**src/scd_pkg.sv**
```systemverilog
// Shared constants and types for the command decode and bank state block
package scd_pkg;

   localparam int CLK_PERIOD_NS = 40;
   localparam int CNT_W         = 8;
   localparam int BA_W          = 3;
   localparam int NBANK         = 8;
   localparam int AP_BIT        = 10;
   localparam int BURST_LEN     = 4;

   // Plain defaults; the real figures depend on speed grade and density
   localparam int T_RP_NS   = 15;
   localparam int T_RCD_NS  = 15;
   localparam int T_WR_NS   = 15;
   localparam int T_RFC_NS  = 105;
   localparam int T_XSNR_NS = 115;
   localparam int T_MRD_CK  = 2;

   // Least times round up to whole cycles
   localparam logic [CNT_W-1:0] RP_CNT   =
      CNT_W'((T_RP_NS + CLK_PERIOD_NS - 1) / CLK_PERIOD_NS);
   localparam logic [CNT_W-1:0] RCD_CNT  =
      CNT_W'((T_RCD_NS + CLK_PERIOD_NS - 1) / CLK_PERIOD_NS);
   localparam logic [CNT_W-1:0] WR_CNT   =
      CNT_W'((T_WR_NS + CLK_PERIOD_NS - 1) / CLK_PERIOD_NS);
   localparam logic [CNT_W-1:0] RFC_CNT  =
      CNT_W'((T_RFC_NS + CLK_PERIOD_NS - 1) / CLK_PERIOD_NS);
   localparam logic [CNT_W-1:0] XSNR_CNT =
      CNT_W'((T_XSNR_NS + CLK_PERIOD_NS - 1) / CLK_PERIOD_NS);
   localparam logic [CNT_W-1:0] MRD_CNT  = CNT_W'(T_MRD_CK);
   // Two data beats per clock
   localparam logic [CNT_W-1:0] BURST_CNT = CNT_W'(BURST_LEN / 2);

   localparam logic RST_CKE_PREV = 1'b0;
   localparam logic RST_ILLEGAL  = 1'b0;
   localparam logic RST_ODT_EN   = 1'b0;

   typedef enum logic [3:0] {
      CMD_DESELECT,
      CMD_NOP,
      CMD_MODE_LOAD,
      CMD_REFRESH,
      CMD_SELF_REF,
      CMD_PRECHARGE,
      CMD_PRECHARGE_ALL,
      CMD_ACTIVATE,
      CMD_READ,
      CMD_READ_AP,
      CMD_WRITE,
      CMD_WRITE_AP,
      CMD_PD_ENTRY,
      CMD_CKE_EXIT,
      CMD_HOLD,
      CMD_INVALID
   } scd_cmd_t;

   typedef enum logic [2:0] {
      BANK_IDLE,
      BANK_ACTIVATING,
      BANK_ACTIVE,
      BANK_READ,
      BANK_WRITE,
      BANK_READ_AP,
      BANK_WRITE_AP,
      BANK_PRECHARGING
   } scd_bank_t;

   typedef enum logic [2:0] {
      MODE_NORMAL,
      MODE_REFRESHING,
      MODE_MRD,
      MODE_SELF_REF,
      MODE_XSNR,
      MODE_PDOWN
   } scd_mode_t;

endpackage

```
**src/scd_cmd_if.sv**
```systemverilog
// Decoded command carried from the pin decoder to the bank tracker
interface scd_cmd_if #(
   parameter int ADDR_W = 14
);
   scd_pkg::scd_cmd_t              cmd;
   logic [scd_pkg::BA_W-1:0]       bank;
   logic [ADDR_W-1:0]              addr;

   modport dec  (output cmd, output bank, output addr);
   modport core (input cmd, input bank, input addr);
endinterface

```
**src/scd_decode.sv**
```systemverilog
// Pin-level command decoder: strobes and clock enable to one command code
module scd_decode #(
   parameter int ADDR_W = 14
) (
   input  wire logic                        clk,
   input  wire logic                        rst_b,
   input  wire logic                        cke,
   input  wire logic                        cs_b,
   input  wire logic                        ras_b,
   input  wire logic                        cas_b,
   input  wire logic                        we_b,
   input  wire logic [scd_pkg::BA_W-1:0]    ba,
   input  wire logic [ADDR_W-1:0]           addr,
   input  wire logic                        use_ba2,
   scd_cmd_if.dec                           cmd_o
);
   import scd_pkg::*;

   typedef struct packed {
      logic cke_prev;
   } scd_dec_state_t;

   scd_dec_state_t st;
   scd_dec_state_t next_st;
   logic           quiet;
   logic [2:0]     strobes;

   always_comb begin
      next_st          = st;
      next_st.cke_prev = cke;
      strobes          = {ras_b, cas_b, we_b};
      quiet            = cs_b | (strobes == 3'h7);
      // bank select width
      cmd_o.bank       = use_ba2 ? ba : {1'b0, ba[BA_W-2:0]};
      cmd_o.addr       = addr;
      cmd_o.cmd        = CMD_INVALID;
      // strobes and clock enable only
      if (st.cke_prev && cke) begin
         // bank commands need both samples high
         if (cs_b) begin
            cmd_o.cmd = CMD_DESELECT;
         end else begin
            // deselect and no-operation
            case (strobes)
               3'h7: cmd_o.cmd = CMD_NOP;
               // mode load
               3'h0: cmd_o.cmd = CMD_MODE_LOAD;
               3'h1: cmd_o.cmd = CMD_REFRESH;
               // single or all precharge
               3'h2: cmd_o.cmd = addr[AP_BIT] ? CMD_PRECHARGE_ALL : CMD_PRECHARGE;
               // activate
               3'h3: cmd_o.cmd = CMD_ACTIVATE;
               // write with optional auto precharge
               3'h4: cmd_o.cmd = addr[AP_BIT] ? CMD_WRITE_AP : CMD_WRITE;
               // read with optional auto precharge
               3'h5: cmd_o.cmd = addr[AP_BIT] ? CMD_READ_AP : CMD_READ;
               default: cmd_o.cmd = CMD_INVALID;
            endcase
         end
      end else if (st.cke_prev && !cke) begin
         // refresh encoding with falling enable
         if (!cs_b && strobes == 3'h1) begin
            cmd_o.cmd = CMD_SELF_REF;
         // power-down entry
         end else if (quiet) begin
            cmd_o.cmd = CMD_PD_ENTRY;
         end
      end else if (!st.cke_prev && cke) begin
         // exit on rising enable with quiet bus
         if (quiet) begin
            cmd_o.cmd = CMD_CKE_EXIT;
         end
      end else begin
         cmd_o.cmd = CMD_HOLD;
      end
   end

   always_ff @(posedge clk) begin
      if (!rst_b) begin
         st.cke_prev <= RST_CKE_PREV;
      end else begin
         st <= next_st;
      end
   end

endmodule

```
**src/scd_top.sv**
```systemverilog
// Command decode and per-bank state tracking for a DDR2 memory device
// Summary of operation
// Commands come from strobes and CKE only
// ODT ignored by decode, off in self refresh
// Bank address picks bank; BA2 optional
// Mode load picks register by bank
// Self refresh entry and exit by CKE
// Power-down by CKE with quiet bus
// Controller bounds power-down time for refresh
// Read decode, A10 selects auto precharge
// Write decode, A10 selects auto precharge
// Precharge one bank or all by A10
// Activate opens row in idle bank only
// Deselect and NOP change nothing
// Idle after precharge time and read end
// Row active accepts read, write, precharge
// Read burst accepts read, write, precharge; the code rejects all three until the burst ends
// Write burst accepts write, read, precharge; the code rejects all three until the burst ends
// Four-beat bursts never cut short
// Bank rules only with CKE high twice
// Controller idles transitional banks
// Unused column bits are ignored
// Refresh, mode load only all idle
// Unlisted combinations are illegal
// Flag illegal command, keep bank state
module scd_top #(
   parameter int ADDR_W = 14,
   parameter int COL_W  = 10
) (
   input  wire logic                                    clk,
   input  wire logic                                    rst_b,
   input  wire logic                                    cke,
   input  wire logic                                    cs_b,
   input  wire logic                                    ras_b,
   input  wire logic                                    cas_b,
   input  wire logic                                    we_b,
   input  wire logic [scd_pkg::BA_W-1:0]                ba,
   input  wire logic [ADDR_W-1:0]                       addr,
   input  wire logic                                    odt,
   input  wire logic                                    use_ba2,
   output logic      [3:0]                              cmd_code,
   output logic      [scd_pkg::BA_W-1:0]                cmd_bank,
   output logic      [ADDR_W-1:0]                       cmd_addr,
   output logic      [scd_pkg::BA_W-1:0]                mode_sel,
   output logic                                         illegal,
   output logic                                         odt_en,
   output logic                                         self_refresh,
   output logic                                         power_down,
   output logic                                         refreshing,
   output logic      [scd_pkg::NBANK-1:0][2:0]          bank_state
);
   import scd_pkg::*;

   typedef struct packed {
      scd_mode_t                          mode;
      logic [CNT_W-1:0]                   gcnt;
      scd_bank_t [NBANK-1:0]              bst;
      logic [NBANK-1:0][CNT_W-1:0]        bcnt;
      scd_cmd_t                           cmd;
      logic [BA_W-1:0]                    bank;
      logic [ADDR_W-1:0]                  addr;
      logic [BA_W-1:0]                    mode_sel;
      logic                               illegal;
      logic                               odt_en;
      // Mode levels kept in flops so the outputs carry no decode
      logic [2:0]                         lvl;
   } scd_state_t;

   scd_state_t st;
   scd_state_t next_st;

   scd_cmd_if #(.ADDR_W(ADDR_W)) dcmd ();

   scd_decode #(.ADDR_W(ADDR_W)) u_decode (
      .clk     (clk),
      .rst_b   (rst_b),
      .cke     (cke),
      .cs_b    (cs_b),
      .ras_b   (ras_b),
      .cas_b   (cas_b),
      .we_b    (we_b),
      .ba      (ba),
      .addr    (addr),
      .use_ba2 (use_ba2),
      .cmd_o   (dcmd)
   );

   // Banks that may take a column access or a precharge this cycle
   function automatic logic can_access(input scd_bank_t s);
      return s == BANK_ACTIVE;
   endfunction

   // Column address with A10 and bits beyond the column width cleared
   function automatic logic [ADDR_W-1:0] col_only(input logic [ADDR_W-1:0] a);
      logic [ADDR_W-1:0] m;
      m = '0;
      for (int i = 0; i < ADDR_W; i++) begin
         m[i] = (i != AP_BIT) && (i < COL_W + ((i > AP_BIT) ? 1 : 0));
      end
      return a & m;
   endfunction

   logic            busy;
   logic            all_idle;
   logic            bad;
   logic [BA_W-1:0] b;

   always_comb begin
      next_st         = st;
      next_st.illegal = 1'b0;
      next_st.cmd     = dcmd.cmd;
      next_st.bank    = dcmd.bank;
      next_st.addr    = dcmd.addr;
      b               = dcmd.bank;
      busy            = 1'b0;
      bad             = 1'b0;

      // Global timers: refresh, mode load and self-refresh exit
      case (st.mode)
         MODE_REFRESHING, MODE_MRD, MODE_XSNR: begin
            if (st.gcnt == '0) begin
               next_st.mode = MODE_NORMAL;
            end else begin
               next_st.gcnt = st.gcnt - 1'b1;
               busy         = 1'b1;
            end
         end
         default: begin
         end
      endcase

      // Bank timers; a state whose count has run out ends this cycle
      for (int i = 0; i < NBANK; i++) begin
         if (st.bcnt[i] != '0) begin
            next_st.bcnt[i] = st.bcnt[i] - 1'b1;
         end else begin
            case (st.bst[i])
               BANK_ACTIVATING: next_st.bst[i] = BANK_ACTIVE;
               // read burst over, back-to-back access allowed
               // write burst over, back-to-back access allowed
               BANK_READ, BANK_WRITE: next_st.bst[i] = BANK_ACTIVE;
               BANK_READ_AP, BANK_WRITE_AP: begin
                  next_st.bst[i]  = BANK_PRECHARGING;
                  next_st.bcnt[i] = RP_CNT - 1'b1;
               end
               // idle once precharge time is met
               BANK_PRECHARGING: next_st.bst[i] = BANK_IDLE;
               default: begin
               end
            endcase
         end
      end

      all_idle = 1'b1;
      for (int i = 0; i < NBANK; i++) begin
         if (next_st.bst[i] != BANK_IDLE) begin
            all_idle = 1'b0;
         end
      end

      case (next_st.mode)
         MODE_SELF_REF: begin
            if (dcmd.cmd == CMD_CKE_EXIT) begin
               next_st.mode = MODE_XSNR;
               next_st.gcnt = XSNR_CNT - 1'b1;
            end else if (dcmd.cmd != CMD_HOLD) begin
               bad = 1'b1;
            end
         end
         MODE_PDOWN: begin
            // leave power-down on quiet rising enable
            if (dcmd.cmd == CMD_CKE_EXIT) begin
               next_st.mode = MODE_NORMAL;
            end else if (dcmd.cmd != CMD_HOLD) begin
               bad = 1'b1;
            end
         end
         default: begin
            case (dcmd.cmd)
               // nothing changes
               CMD_DESELECT, CMD_NOP: begin
               end
               CMD_MODE_LOAD: begin
                  // all idle only
                  if (all_idle && !busy) begin
                     next_st.mode     = MODE_MRD;
                     next_st.gcnt     = MRD_CNT - 1'b1;
                     // register chosen by bank address
                     next_st.mode_sel = dcmd.bank;
                  end else begin
                     bad = 1'b1;
                  end
               end
               CMD_REFRESH: begin
                  // all idle only
                  if (all_idle && !busy) begin
                     next_st.mode = MODE_REFRESHING;
                     next_st.gcnt = RFC_CNT - 1'b1;
                  end else begin
                     bad = 1'b1;
                  end
               end
               CMD_SELF_REF: begin
                  // self refresh from all idle
                  if (all_idle && !busy) begin
                     next_st.mode = MODE_SELF_REF;
                  end else begin
                     bad = 1'b1;
                  end
               end
               CMD_PD_ENTRY: begin
                  if (!busy) begin
                     next_st.mode = MODE_PDOWN;
                  end else begin
                     bad = 1'b1;
                  end
               end
               CMD_ACTIVATE: begin
                  // idle bank only
                  if (!busy && next_st.bst[b] == BANK_IDLE) begin
                     next_st.bst[b]  = BANK_ACTIVATING;
                     next_st.bcnt[b] = RCD_CNT - 1'b1;
                  end else begin
                     bad = 1'b1;
                  end
               end
               CMD_READ, CMD_READ_AP: begin
                  // column access from row active
                  // a running burst makes the bank non-active
                  if (!busy && can_access(next_st.bst[b])) begin
                     next_st.bst[b]  = (dcmd.cmd == CMD_READ) ? BANK_READ : BANK_READ_AP;
                     next_st.bcnt[b] = BURST_CNT - 1'b1;
                     // unused column bits dropped
                     next_st.addr    = col_only(dcmd.addr);
                  end else begin
                     bad = 1'b1;
                  end
               end
               CMD_WRITE, CMD_WRITE_AP: begin
                  // column access from row active
                  if (!busy && can_access(next_st.bst[b])) begin
                     next_st.addr = col_only(dcmd.addr);
                     if (dcmd.cmd == CMD_WRITE) begin
                        next_st.bst[b]  = BANK_WRITE;
                        next_st.bcnt[b] = BURST_CNT - 1'b1;
                     end else begin
                        // Write recovery runs before the auto precharge
                        next_st.bst[b]  = BANK_WRITE_AP;
                        next_st.bcnt[b] = BURST_CNT + WR_CNT - 1'b1;
                     end
                  end else begin
                     bad = 1'b1;
                  end
               end
               CMD_PRECHARGE: begin
                  // addressed bank only
                  if (!busy && can_access(next_st.bst[b])) begin
                     next_st.bst[b]  = BANK_PRECHARGING;
                     next_st.bcnt[b] = RP_CNT - 1'b1;
                  end else begin
                     bad = 1'b1;
                  end
               end
               CMD_PRECHARGE_ALL: begin
                  // every bank, idle ones stay idle
                  for (int i = 0; i < NBANK; i++) begin
                     if (!can_access(next_st.bst[i]) && next_st.bst[i] != BANK_IDLE) begin
                        bad = 1'b1;
                     end
                  end
                  if (busy) begin
                     bad = 1'b1;
                  end
                  if (!bad) begin
                     for (int i = 0; i < NBANK; i++) begin
                        if (can_access(next_st.bst[i])) begin
                           next_st.bst[i]  = BANK_PRECHARGING;
                           next_st.bcnt[i] = RP_CNT - 1'b1;
                        end
                     end
                  end
               end
               // anything else is illegal
               default: bad = 1'b1;
            endcase
         end
      endcase

      // flag it and put mode_sel back; a rejected command makes no bank or mode change of its own
      if (bad) begin
         next_st.illegal  = 1'b1;
         next_st.mode_sel = st.mode_sel;
      end

      next_st.lvl = {next_st.mode == MODE_SELF_REF, next_st.mode == MODE_PDOWN,
                     next_st.mode == MODE_REFRESHING};

      // termination off while in self refresh
      next_st.odt_en = odt && next_st.mode != MODE_SELF_REF;
   end

   always_ff @(posedge clk) begin
      if (!rst_b) begin
         st.mode     <= MODE_NORMAL;
         st.gcnt     <= '0;
         st.bst      <= {NBANK{BANK_IDLE}};
         st.bcnt     <= '0;
         st.cmd      <= CMD_DESELECT;
         st.bank     <= '0;
         st.addr     <= '0;
         st.mode_sel <= '0;
         st.illegal  <= RST_ILLEGAL;
         st.odt_en   <= RST_ODT_EN;
         st.lvl      <= '0;
      end else begin
         st <= next_st;
      end
   end

   assign cmd_code     = st.cmd;
   assign cmd_bank     = st.bank;
   assign cmd_addr     = st.addr;
   assign mode_sel     = st.mode_sel;
   assign illegal      = st.illegal;
   assign odt_en       = st.odt_en;
   assign self_refresh = st.lvl[2];
   assign power_down   = st.lvl[1];
   assign refreshing   = st.lvl[0];
   assign bank_state   = st.bst;

endmodule

```
**config.mk**
```make
export PLATFORM = sky130hd
export DESIGN_NAME = scd_top
export DESIGN_NICKNAME = d
export VERILOG_FILES = /design/src/scd_pkg.sv /design/src/scd_cmd_if.sv /design/src/scd_decode.sv /design/src/scd_top.sv
export SDC_FILE = /design/constraint.sdc
export NUM_CORES = 1
export LEC_CHECK = 0
export BUFFER_PORTS_ARGS = -buffer_cell sky130_fd_sc_hd__buf_4
export CAP_MARGIN = 25
export CORE_MARGIN = 10
export CORE_UTILIZATION = 40
export DETAILED_ROUTE_END_ITERATION = 10
export HOLD_SLACK_MARGIN = 0.12
export SLEW_MARGIN = 10
export SYNTH_ARGS = -nofsm -noshare
export SYNTH_HDL_FRONTEND = slang
export SYNTH_SLANG_ARGS = --single-unit
```
**constraint.sdc**
```tcl
create_clock -name clk -period 2.9 [get_ports clk]
set_input_delay 0 -clock clk [delete_from_list [all_inputs] [get_ports clk]]
set_output_delay 0 -clock clk [all_outputs]
set_load 0.02 [all_outputs]
```
# Yosys cells after proc, flatten, opt, wreduce, memory -nomap -nowiden
# Cells that the tools add are included.
[op_classes]
add_sub_neg = 9
n_lt_le_gt_ge = 2
eq_ne = 86
muxes = 124
n_bitwise = 21
n_reduce_logical = 74
[op_table]
columns = ["op", "count"]
rows = [
  ["$mux 88", 7],
  ["$pmux 88 s5", 1],
  ["$mux 8", 26],
  ["$eq 3x3->1 const B", 38],
  ["$and 56x56->56", 2],
  ["$not 56->56", 2],
  ["$mux 3", 26],
  ["$pmux 3 s3", 8],
  ["$sub 8x1->8 const B", 9],
  ["$eq 3x2->1 const B", 22],
  ["$and 64x64->64", 1],
  ["$not 64->64", 1],
  ["$reduce_bool 8->1", 8],
  ["$mux 11", 4],
  ["$eq 3x1->1 const B", 11],
  ["$and 16x16->16", 2],
  ["$not 16->16", 2],
  ["$or 8x8->8", 4],
  ["$pmux 8 s2", 2],
  ["$mux 1", 31],
  ["$reduce_or 3->1", 10],
  ["$mux 14", 2],
  ["$pmux 4 s7", 1],
  ["$bwmux 24", 1],
  ["33 further kinds", 95],
]
[totals]
register_bits = 129
inputBits = 26
wordCells = 342

# Depth between registers and ports, before layout
# Gate-level depths: netlist (run 1).
[logic_depth]
word_depth = 22
mapped_depth = 15
ltp_nobuf = 11

# By module
# From an unflattened synthesis (run 1), not the netlist that was laid out.
[hier_totals]
cells_unflattened = 1137
area_unflattened_um2 = 8755.9
[modules_own_cells]
columns = ["mod", "instances", "cells_each", "area_each_um2", "seq_area_each_um2"]
rows = [
  ["scd_top", 1, 1096, 8461.9, 2562.5],
  ["scd_decode", 1, 41, 294.0, 20.0],
]

# Least setup slack after synthesis (run 1)
# Ideal clock, no wire load.
[synth_path]
path_kind = "flip-flop to flip-flop"
start = "register st[61] (netlist bit)"
end = "register st[86] (netlist bit)"
setup_time_ns = 0.126
t_arrival_ns = 3.001
path_slack_ns = -0.227
stages_incl_launch_ff = 14
path_buffers = 2
synth_period_minus_slack_ns = 3.127
cell_sequence = "dfxtp_1 inv_1 ha_1 or3b_2 clkbuf_1 o31ai_1 nand2_1 a222oi_1 nand3_1 buf_4 o31ai_1 o2111ai_1 nand2_1 o32ai_1"
[synth_between]
elab_chain_len = 15
word_cells_on_any_way = 26
cone_classes = "2 x eq/ne; 17 x mux; 7 x reduce/logical"
[synth_rtl]
columns = ["item", "line", "text"]
rows = [
  ["from (decl)", "scd_top.sv:69", "scd_state_t st;"],
  ["from (signal assigned)", "scd_top.sv:316", "st <= next_st;"],
  ["$reduce_bool 8->1 *", "scd_top.sv:134", "if (st.bcnt[i] != '0) begin"],
  ["$mux 3 *", "scd_top.sv:134", ""],
  ["$eq 3x2->1", "scd_top.sv:90", "return s == BANK_ACTIVE;"],
  ["$logic_not 1->1", "scd_top.sv:267", "if (!can_access(next_st.bst[i]) && next_st.bst[i] != BANK_IDLE) begin"],
  ["$logic_and 1x1->1", "scd_top.sv:267", ""],
  ["$mux 1 (4 in series)", "scd_top.sv:267", ""],
  ["$mux 1", "scd_top.sv:271", "if (busy) begin"],
  ["$mux 1", "scd_top.sv:179", "case (dcmd.cmd)"],
  ["$mux 1", "scd_top.sv:161", "case (next_st.mode)"],
  ["$mux 88", "scd_top.sv:274", "if (!bad) begin"],
  ["$pmux 88 s5 *", "scd_top.sv:179", ""],
  ["$mux 88 *", "scd_top.sv:161", ""],
]
# Every way passes the cells marked *; elsewhere a longest branch is shown, timed or not. The select of a mux whose other input is x is not followed.
# A chain may end at the register's enable or synchronous reset.

# Worst setup path after layout (run 1)
[layout_path]
start = "register st[86] (netlist bit)"
end = "register st (netlist bit bank_state[9])"
[layout_between]
elab_chain_len = 12
word_cells_on_any_way = 23
cone_classes = "2 x eq/ne; 14 x mux; 7 x reduce/logical"
[layout_rtl]
columns = ["item", "line"]
rows = [
  ["$reduce_bool 8->1 *", "scd_top.sv:134"],
  ["$mux 3 *", "scd_top.sv:134"],
  ["$eq 3x2->1", "scd_top.sv:90"],
  ["$logic_not 1->1", "scd_top.sv:267"],
  ["$logic_and 1x1->1", "scd_top.sv:267"],
  ["$mux 1", "scd_top.sv:267"],
  ["$mux 1", "scd_top.sv:271"],
  ["$mux 1", "scd_top.sv:179"],
  ["$mux 1", "scd_top.sv:161"],
  ["$mux 88", "scd_top.sv:274"],
  ["$pmux 88 s5 *", "scd_top.sv:179"],
  ["$mux 88 *", "scd_top.sv:161"],
]
# Marked as above.

==> results of run 1 <==
[report_power, final]
part           total, W  internal (W)  switching, W
sequential      0.00252       0.00223      0.000282
combinational   0.00672       0.00343       0.00329
clock           0.00221       0.00117       0.00104
[Yosys cell counts, types with 8 or more instances]
cell type	instances	area, µm²
clkbuf_1	39	146
inv_1	36	135
nor2_1	139	522
nor3_1	35	175
nor4_1	19	119
nand2_1	91	342
a21oi_1	58	290
o31ai_1	19	143
dfxtp_1	129	2580
nand2b_1	17	106
ha_1	18	225
xor2_1	29	254
or3_1	10	62.6
or2_2	11	68.8
o211ai_1	13	97.6
o21a_1	10	75.1
a31oi_1	22	138
nor2b_1	14	87.6
buf_4	50	375
a211oi_1	9	67.6
xnor2_1	29	254
nand3_1	32	160
and2_1	30	188
a21o_1	8	60.1
o21ai_0	52	260
o22ai_1	15	93.8
and3_1	12	75.1
[critical path, stage by stage, from the launching register on]
cell     delay (ns)
dfxtp_2        0.32
inv_2          0.07
ha_4           0.13
or4b_4         0.52
or4_4          0.53
buf_6          0.14
nand2_4        0.06
a211o_4        0.16
buf_6          0.10
nor3_4         0.04
buf_6          0.13
buf_6          0.11
nor3_4         0.28
buf_6          0.19
a21oi_1        0.07
a21oi_1        0.21
[kinds of logic (layout without fill, tap and decap cells)]
kind of cell,after synthesis,after routing,synth area share [%]
compound gates,296,296,23.9
xor+xnor,58,58,5.83
fa+ha+maj,20,20,2.81
buf+inv,138,512,8.37
flops,129,129,29.6
mux,5,5,0.718
simple gates,475,477,28.7
[final cells by class]
class / count / area, µm² / area share [%]
Clock buffer: 17 / 425 / 3.08
Timing Repair Buffer: 444 / 3660 / 26.5
Multi-Input combinational cell: 856 / 6480 / 46.9
Inverter: 36 / 138 / 0.996
Sequential cell: 129 / 2590 / 18.8
Tap cell: 275 / 344 / 2.49
Clock inverter: 15 / 179 / 1.29
[state kept, by name (all words and copies together) (netlist names)]
signal / cells
power_down: 1
st: 75
mode_sel: 3
odt_en: 1
refreshing: 1
u_decode.st: 1
cmd_addr: 14
illegal: 1
self_refresh: 1
bank_state: 24
cmd_bank: 3
cmd_code: 4
[layer usage]
metal	share of wire, %	vias to the layer above	global-route usage [%]
met5	0	-	0
met4	3.6	0	8.55
met3	8.6	107	5.48
met2	46	471	34.6
met1	42	4626	27.7
li1	-	4761	-
[repair_timing]
item,CTS,global route
endpoints found under the setup margin,111,111
gates cloned,2,0
endpoints found under the hold margin,21,0
resized for setup,147,141
pin swaps,68,89
hold buffers,29,0
setup buffers,50,32
[stage by stage]
stage | utilization (%) | hold WS [ns] | power, W | cells | TNS [ns]
2_1_floorplan | - | 0.122 | 0.00586 | 1121 | -3.47
3_3_place_gp | 52.7 | 0.201 | 0.00775 | 1641 | -30.87
3_5_place_dp | 52.7 | 0.207 | 0.00785 | 1641 | -34.21
4_1_cts | 61.5 | 0.221 | 0.0109 | 1750 | -14.47
5_1_grt | 65.1 | 0.215 | 0.0122 | 1772 | -26.31
6_report | 65.1 | 0.198 | 0.0114 | 1772 | -16.45
[worst max path at each step]
stage | from | endpoint | slack [ns] | cells past startpoint
after floorplan | st[86]$_SDFF_PN0_ | st[45]$_SDFF_PN0_ | -0.13 | 13
after global placement | st[45]$_SDFF_PN0_ | st[86]$_SDFF_PN0_ | -0.40 | 13
after detailed placement | st[45]$_SDFF_PN0_ | st[86]$_SDFF_PN0_ | -0.50 | 13
after CTS | st[48]$_SDFF_PN0_ | odt_en$_SDFF_PN0_ | -0.27 | 8
after global routing | st[46]$_SDFF_PN0_ | bank_state[10]$_SDFF_PN0_ | -0.35 | 14
final | st[86]$_SDFF_PN0_ | bank_state[9]$_SDFF_PN0_ | -0.28 | 15
==> metrics.txt, run 1 <==
status finished, violations left; failing checks negative setup slack; # clock sinks 129; synthesis-stage register bit count about 130; drt initial violations ~1000; Worst Hold Launch ba[2]; commonest non-fill, non-tap cell in the layout buf_4; peak supply drop around 600 µV; crit path time final 3.18 ns; DRC Markers 0; fillcell total 1764; Hold Crit Class in -> reg; Crit. End Element register; io pins 79; gr usage total 21.8%; Die H 168 µm; largest net degree at the start of global routing 33; max_slew headroom a little under two fifths; Die X roughly 170 µm; clock skew 0.00953 ns; CTS Buf Count 17; R2R cell count 15; r2r setup slk -0.28 ns; final setup fails 107; via count of the first global-routing pass 9400; port bufs 78; Mean Syn Cell Area about 8 µm²; Cells on Worst Hold Path 5; pre-CTS worst setup slack -0.501 ns; H-tree level count 4; via count 9965; Die ar. 0.0281 mm²; initial antenna violation count 0; Final nets 1528; antenna cells 0; WL/cell approximately 19 µm; # rows 53; vias per inst 5.62; hold worst-path end st[78]$_SDFF_PN0_; antenna-violating nets left 0; CTS tree yes; Post-synth EDFFs 0; detailed placement HPWL between 20000 and 25000 µm; CP Max Fanout 5; pwr dens 829 mW/mm²; required time worst endpoint 3.24 ns; dominant synthesized flop cell dfxtp_1; leakage approximately 5.8 nW; syn nets 1165; Post-Syn Area slightly below 0.009 mm²; Area growth, synth to finish 58.5%; clk buf depth 2; Final Cell Area 0.0138 mm²; Synth Warn # 0; post-place instance area approximately 0.011 mm²; GPL Wtd Cong between 1 and 1.5; fin. max-slew vios 0; Clk pin slew, worst setup/hold paths 0.07 ns; Root Buffer clkbuf_16; post-synthesis sequential area ratio 29.6%; CP Launch Type register; proportion of layout cells with a drive suffix above 1 45.1%; Initial Util 41.1%; Final Cycle Share 110%; synth unique cells 91; ys async rst share 0%; commonest cells after routing, fill and taps aside 358 x buf_4, 120 x dfxtp_1, 109 x nor2_1; CP arrival 3.52 ns; RSZ-0062 raised after global routing yes; R2R Path Start st[86]$_SDFF_PN0_; latest clock arrival within the worst-skew pair between 0.4 and 0.5 ns; drt pass-1 iters 5; Crit Path Class reg -> reg; final worst slack -0.279 ns; reg-to-reg endpoint bank_state[9]$_SDFF_PN0_; Slew @ Worst Pin roughly 0.93 ns; Post-Route WL roughly 33000 µm; core footprint between 0.02 and 0.025 mm²; global-route wire length before repair ~50000 µm; # Max-Cap Violations 0; Cells after Synth ~1100; FMAX ~310 MHz; GRT overflow 0; final hold vios 0
No activity file was read; power rests on OpenSTA's default activity.
==> run 2, diff against run 1 <==
CELL_PAD_IN_SITES_DETAIL_PLACEMENT = 0   (was default)
CELL_PAD_IN_SITES_GLOBAL_PLACEMENT = 1   (was default)
PLACE_DENSITY_LB_ADDON = 0.1   (was default)
==> metrics.txt, run 2 (synthesis results as in run 1) <==
status finished, violations left; failing checks negative setup slack; max_slew headroom 38.7% (+0.96 points); FMAX 306 MHz (-2.7%); Final Non-Filler Cells 1730 (-2.4%); final worst slack -0.369 ns (-0.0898 ns); peak supply drop 514 µV (-15%); CP Launch Type register; CP Cell Sequence inv_2 -> ha_4 -> or4b_4 -> o31ai_4 -> nand2_4 -> a211o_1 -> or3_4 -> nor4_4 -> buf_4 -> or2_2 -> a31oi_1 -> o21a_1; fillcell total 1928 (+9.3%); final setup fails 109 (+1.9%); Clk pin slew, worst setup/hold paths 0.07 ns (about the same); final hold vios 0 (unchanged); Post-Route WL 32200 µm (-3.4%); antenna cells 0 (unchanged); Slew @ Worst Pin 0.919 ns (-0.0144 ns); global-route wire length before repair 50500 µm (+0.78%); proportion of layout cells with a drive suffix above 1 42.0% (-3.1 points); clock skew 0.0161 ns (+0.00653 ns); GPL Wtd Cong 1.05 (-2.9%); drt pass-1 iters 6 (+1); pwr dens 829 mW/mm² (about the same); cell total after placement 1629 (-0.73%); GRT overflow 0 (unchanged); Root Buffer clkbuf_16; CP Max Fanout 7 (+2); commonest cells after routing, fill and taps aside 331 x buf_4, 122 x dfxtp_1, 105 x nor2_1; Die ar. 0.0281 mm² (unchanged); H-tree level count 4 (unchanged); io pins 79 (unchanged); fin. max-slew vios 0 (unchanged); gr usage total 22.0% (+0.26 points); Hold Crit Class in -> reg; WL/cell 18.6 µm (-1.0%); initial antenna violation count 0 (unchanged); clk buf depth 2 (unchanged); detailed placement HPWL 24100 µm (+1.4%); CP arrival 3.59 ns (+0.07 ns); antenna-violating nets left 0 (unchanged); max reg flops 75 (unchanged); leakage 5.50 nW (-5.5%); vias per inst 5.53 (-1.6%); largest net degree at the start of global routing 36 (+9.1%); Final Cycle Share 113% (+3.1 points); # rows 53 (unchanged); Crit Path Class reg -> reg; DRC Markers 0 (unchanged); CTS Buf Count 17 (unchanged); Initial Util 41.1% (unchanged); Final nets 1486 (-2.7%); via count of the first global-routing pass 9361 (-0.41%); # clock sinks 129 (unchanged); crit path time final 3.27 ns (+0.0898 ns); core footprint 0.0212 mm² (unchanged); Die H 168 µm (unchanged); Area growth, synth to finish 52.3%; commonest non-fill, non-tap cell in the layout buf_4; required time worst endpoint 3.22 ns (-0.02 ns); Die X 168 µm (unchanged); Biggest register st; drt initial violations 689 (-34%); RSZ-0062 raised after global routing yes; port bufs 78 (unchanged); Max stage delay on crit path 0.52 ns (about the same); via count 9571 (-4.0%); CP max stage cell or4b_4; pre-CTS worst setup slack -0.462 ns (+0.0396 ns); # Max-Cap Violations 0 (unchanged); Crit. End Element register; latest clock arrival within the worst-skew pair 0.43 ns (about the same); CTS tree yes
-- run 2: cell count changes in the layout (fill, tap and decap cells not counted), sizes merged, moves of 2 or more --
cell / delta
clkinv: -2
dlygate4sd3: +2
buf: -42
clkinvlp: +3
inv: -3
-- run 2: repair_timing --
action | in CTS | in global routing
endpoints found under the setup margin | 111 | 111
pin swaps | 71 | 60
buffers inserted | 23 | 16
endpoints found under the hold margin | 20 | 0
hold buffers | 31 | 0
gates resized for setup | 128 | 110
-- run 2: final cells by class --
cell class                      count  area (µm²)  area share [%]
Tap cell                          275         344            2.59
Clock inverter                     14         146            1.10
Inverter                           36         135            1.02
Clock buffer                       18         429            3.23
Sequential cell                   129        2590            19.5
Timing Repair Buffer              404        3300            24.8
Multi-Input combinational cell    854        6330            47.7
-- run 2: worst paths after layout --
check / start / end / slack [ns] / depth (start not counted)
max: st[85]$_SDFF_PN0_ / bank_state[11]$_SDFF_PN0_ / -0.37 / 12
min: ba[2] / bank_state[1]$_SDFF_PN0_ / 0.16 / 5
max reg2reg: st[85]$_SDFF_PN0_ / bank_state[11]$_SDFF_PN0_ / -0.37 / 12
min reg2reg: mode_sel[2]$_SDFFE_PN0P_ / mode_sel[2]$_SDFFE_PN0P_ / 0.50 / 2
-- run 2: critical path, delay by kind of cell, from the launching register on --
kind                     cells  cell delay [ns]
AO/OA/AOI/OAI                4             0.94
adder cells (fa/ha/maj)      1             0.12
buffers and inverters        2             0.26
AND/OR/NAND/NOR              5             1.49
flip-flops                   1             0.34
-- run 2: metal layers --
layer	vias to the layer above	global-route usage [%]	wire length, µm
met2	315	34.7	14500
met4	0	8.63	1010
met1	4518	28.7	14500
li1	4670	-	-
met5	-	0	0
met3	68	4.85	2100
-- run 2: power by group --
| group | switching, W | leakage [nW] | total [W] | internal, W |
|---|---|---|---|---|
| registers | 0.000271 | 1.06 | 0.00250 | 0.00223 |
| clock network | 0.000960 | 0.274 | 0.00217 | 0.00121 |
| logic | 0.00318 | 4.16 | 0.00633 | 0.00315 |
| total | 0.00441 | 5.50 | 0.0110 | 0.00659 |
-- run 2: metrics by stage --
stage / total power [W] / cell area (µm²) / util [%] / TNS, ns / hold slack [ns]
after detailed placement: 0.00782 / 11100 / 52.5 / -33.04 / 0.207
final: 0.0110 / 13300 / 62.6 / -26.14 / 0.157
after global routing: 0.0118 / 13300 / 62.6 / -36.92 / 0.180
after global placement: 0.00778 / 11100 / 52.5 / -31.96 / 0.201
after floorplan: 0.00586 / 8850 / - / -3.47 / 0.122
after CTS: 0.0105 / 12700 / 59.9 / -23.83 / 0.215
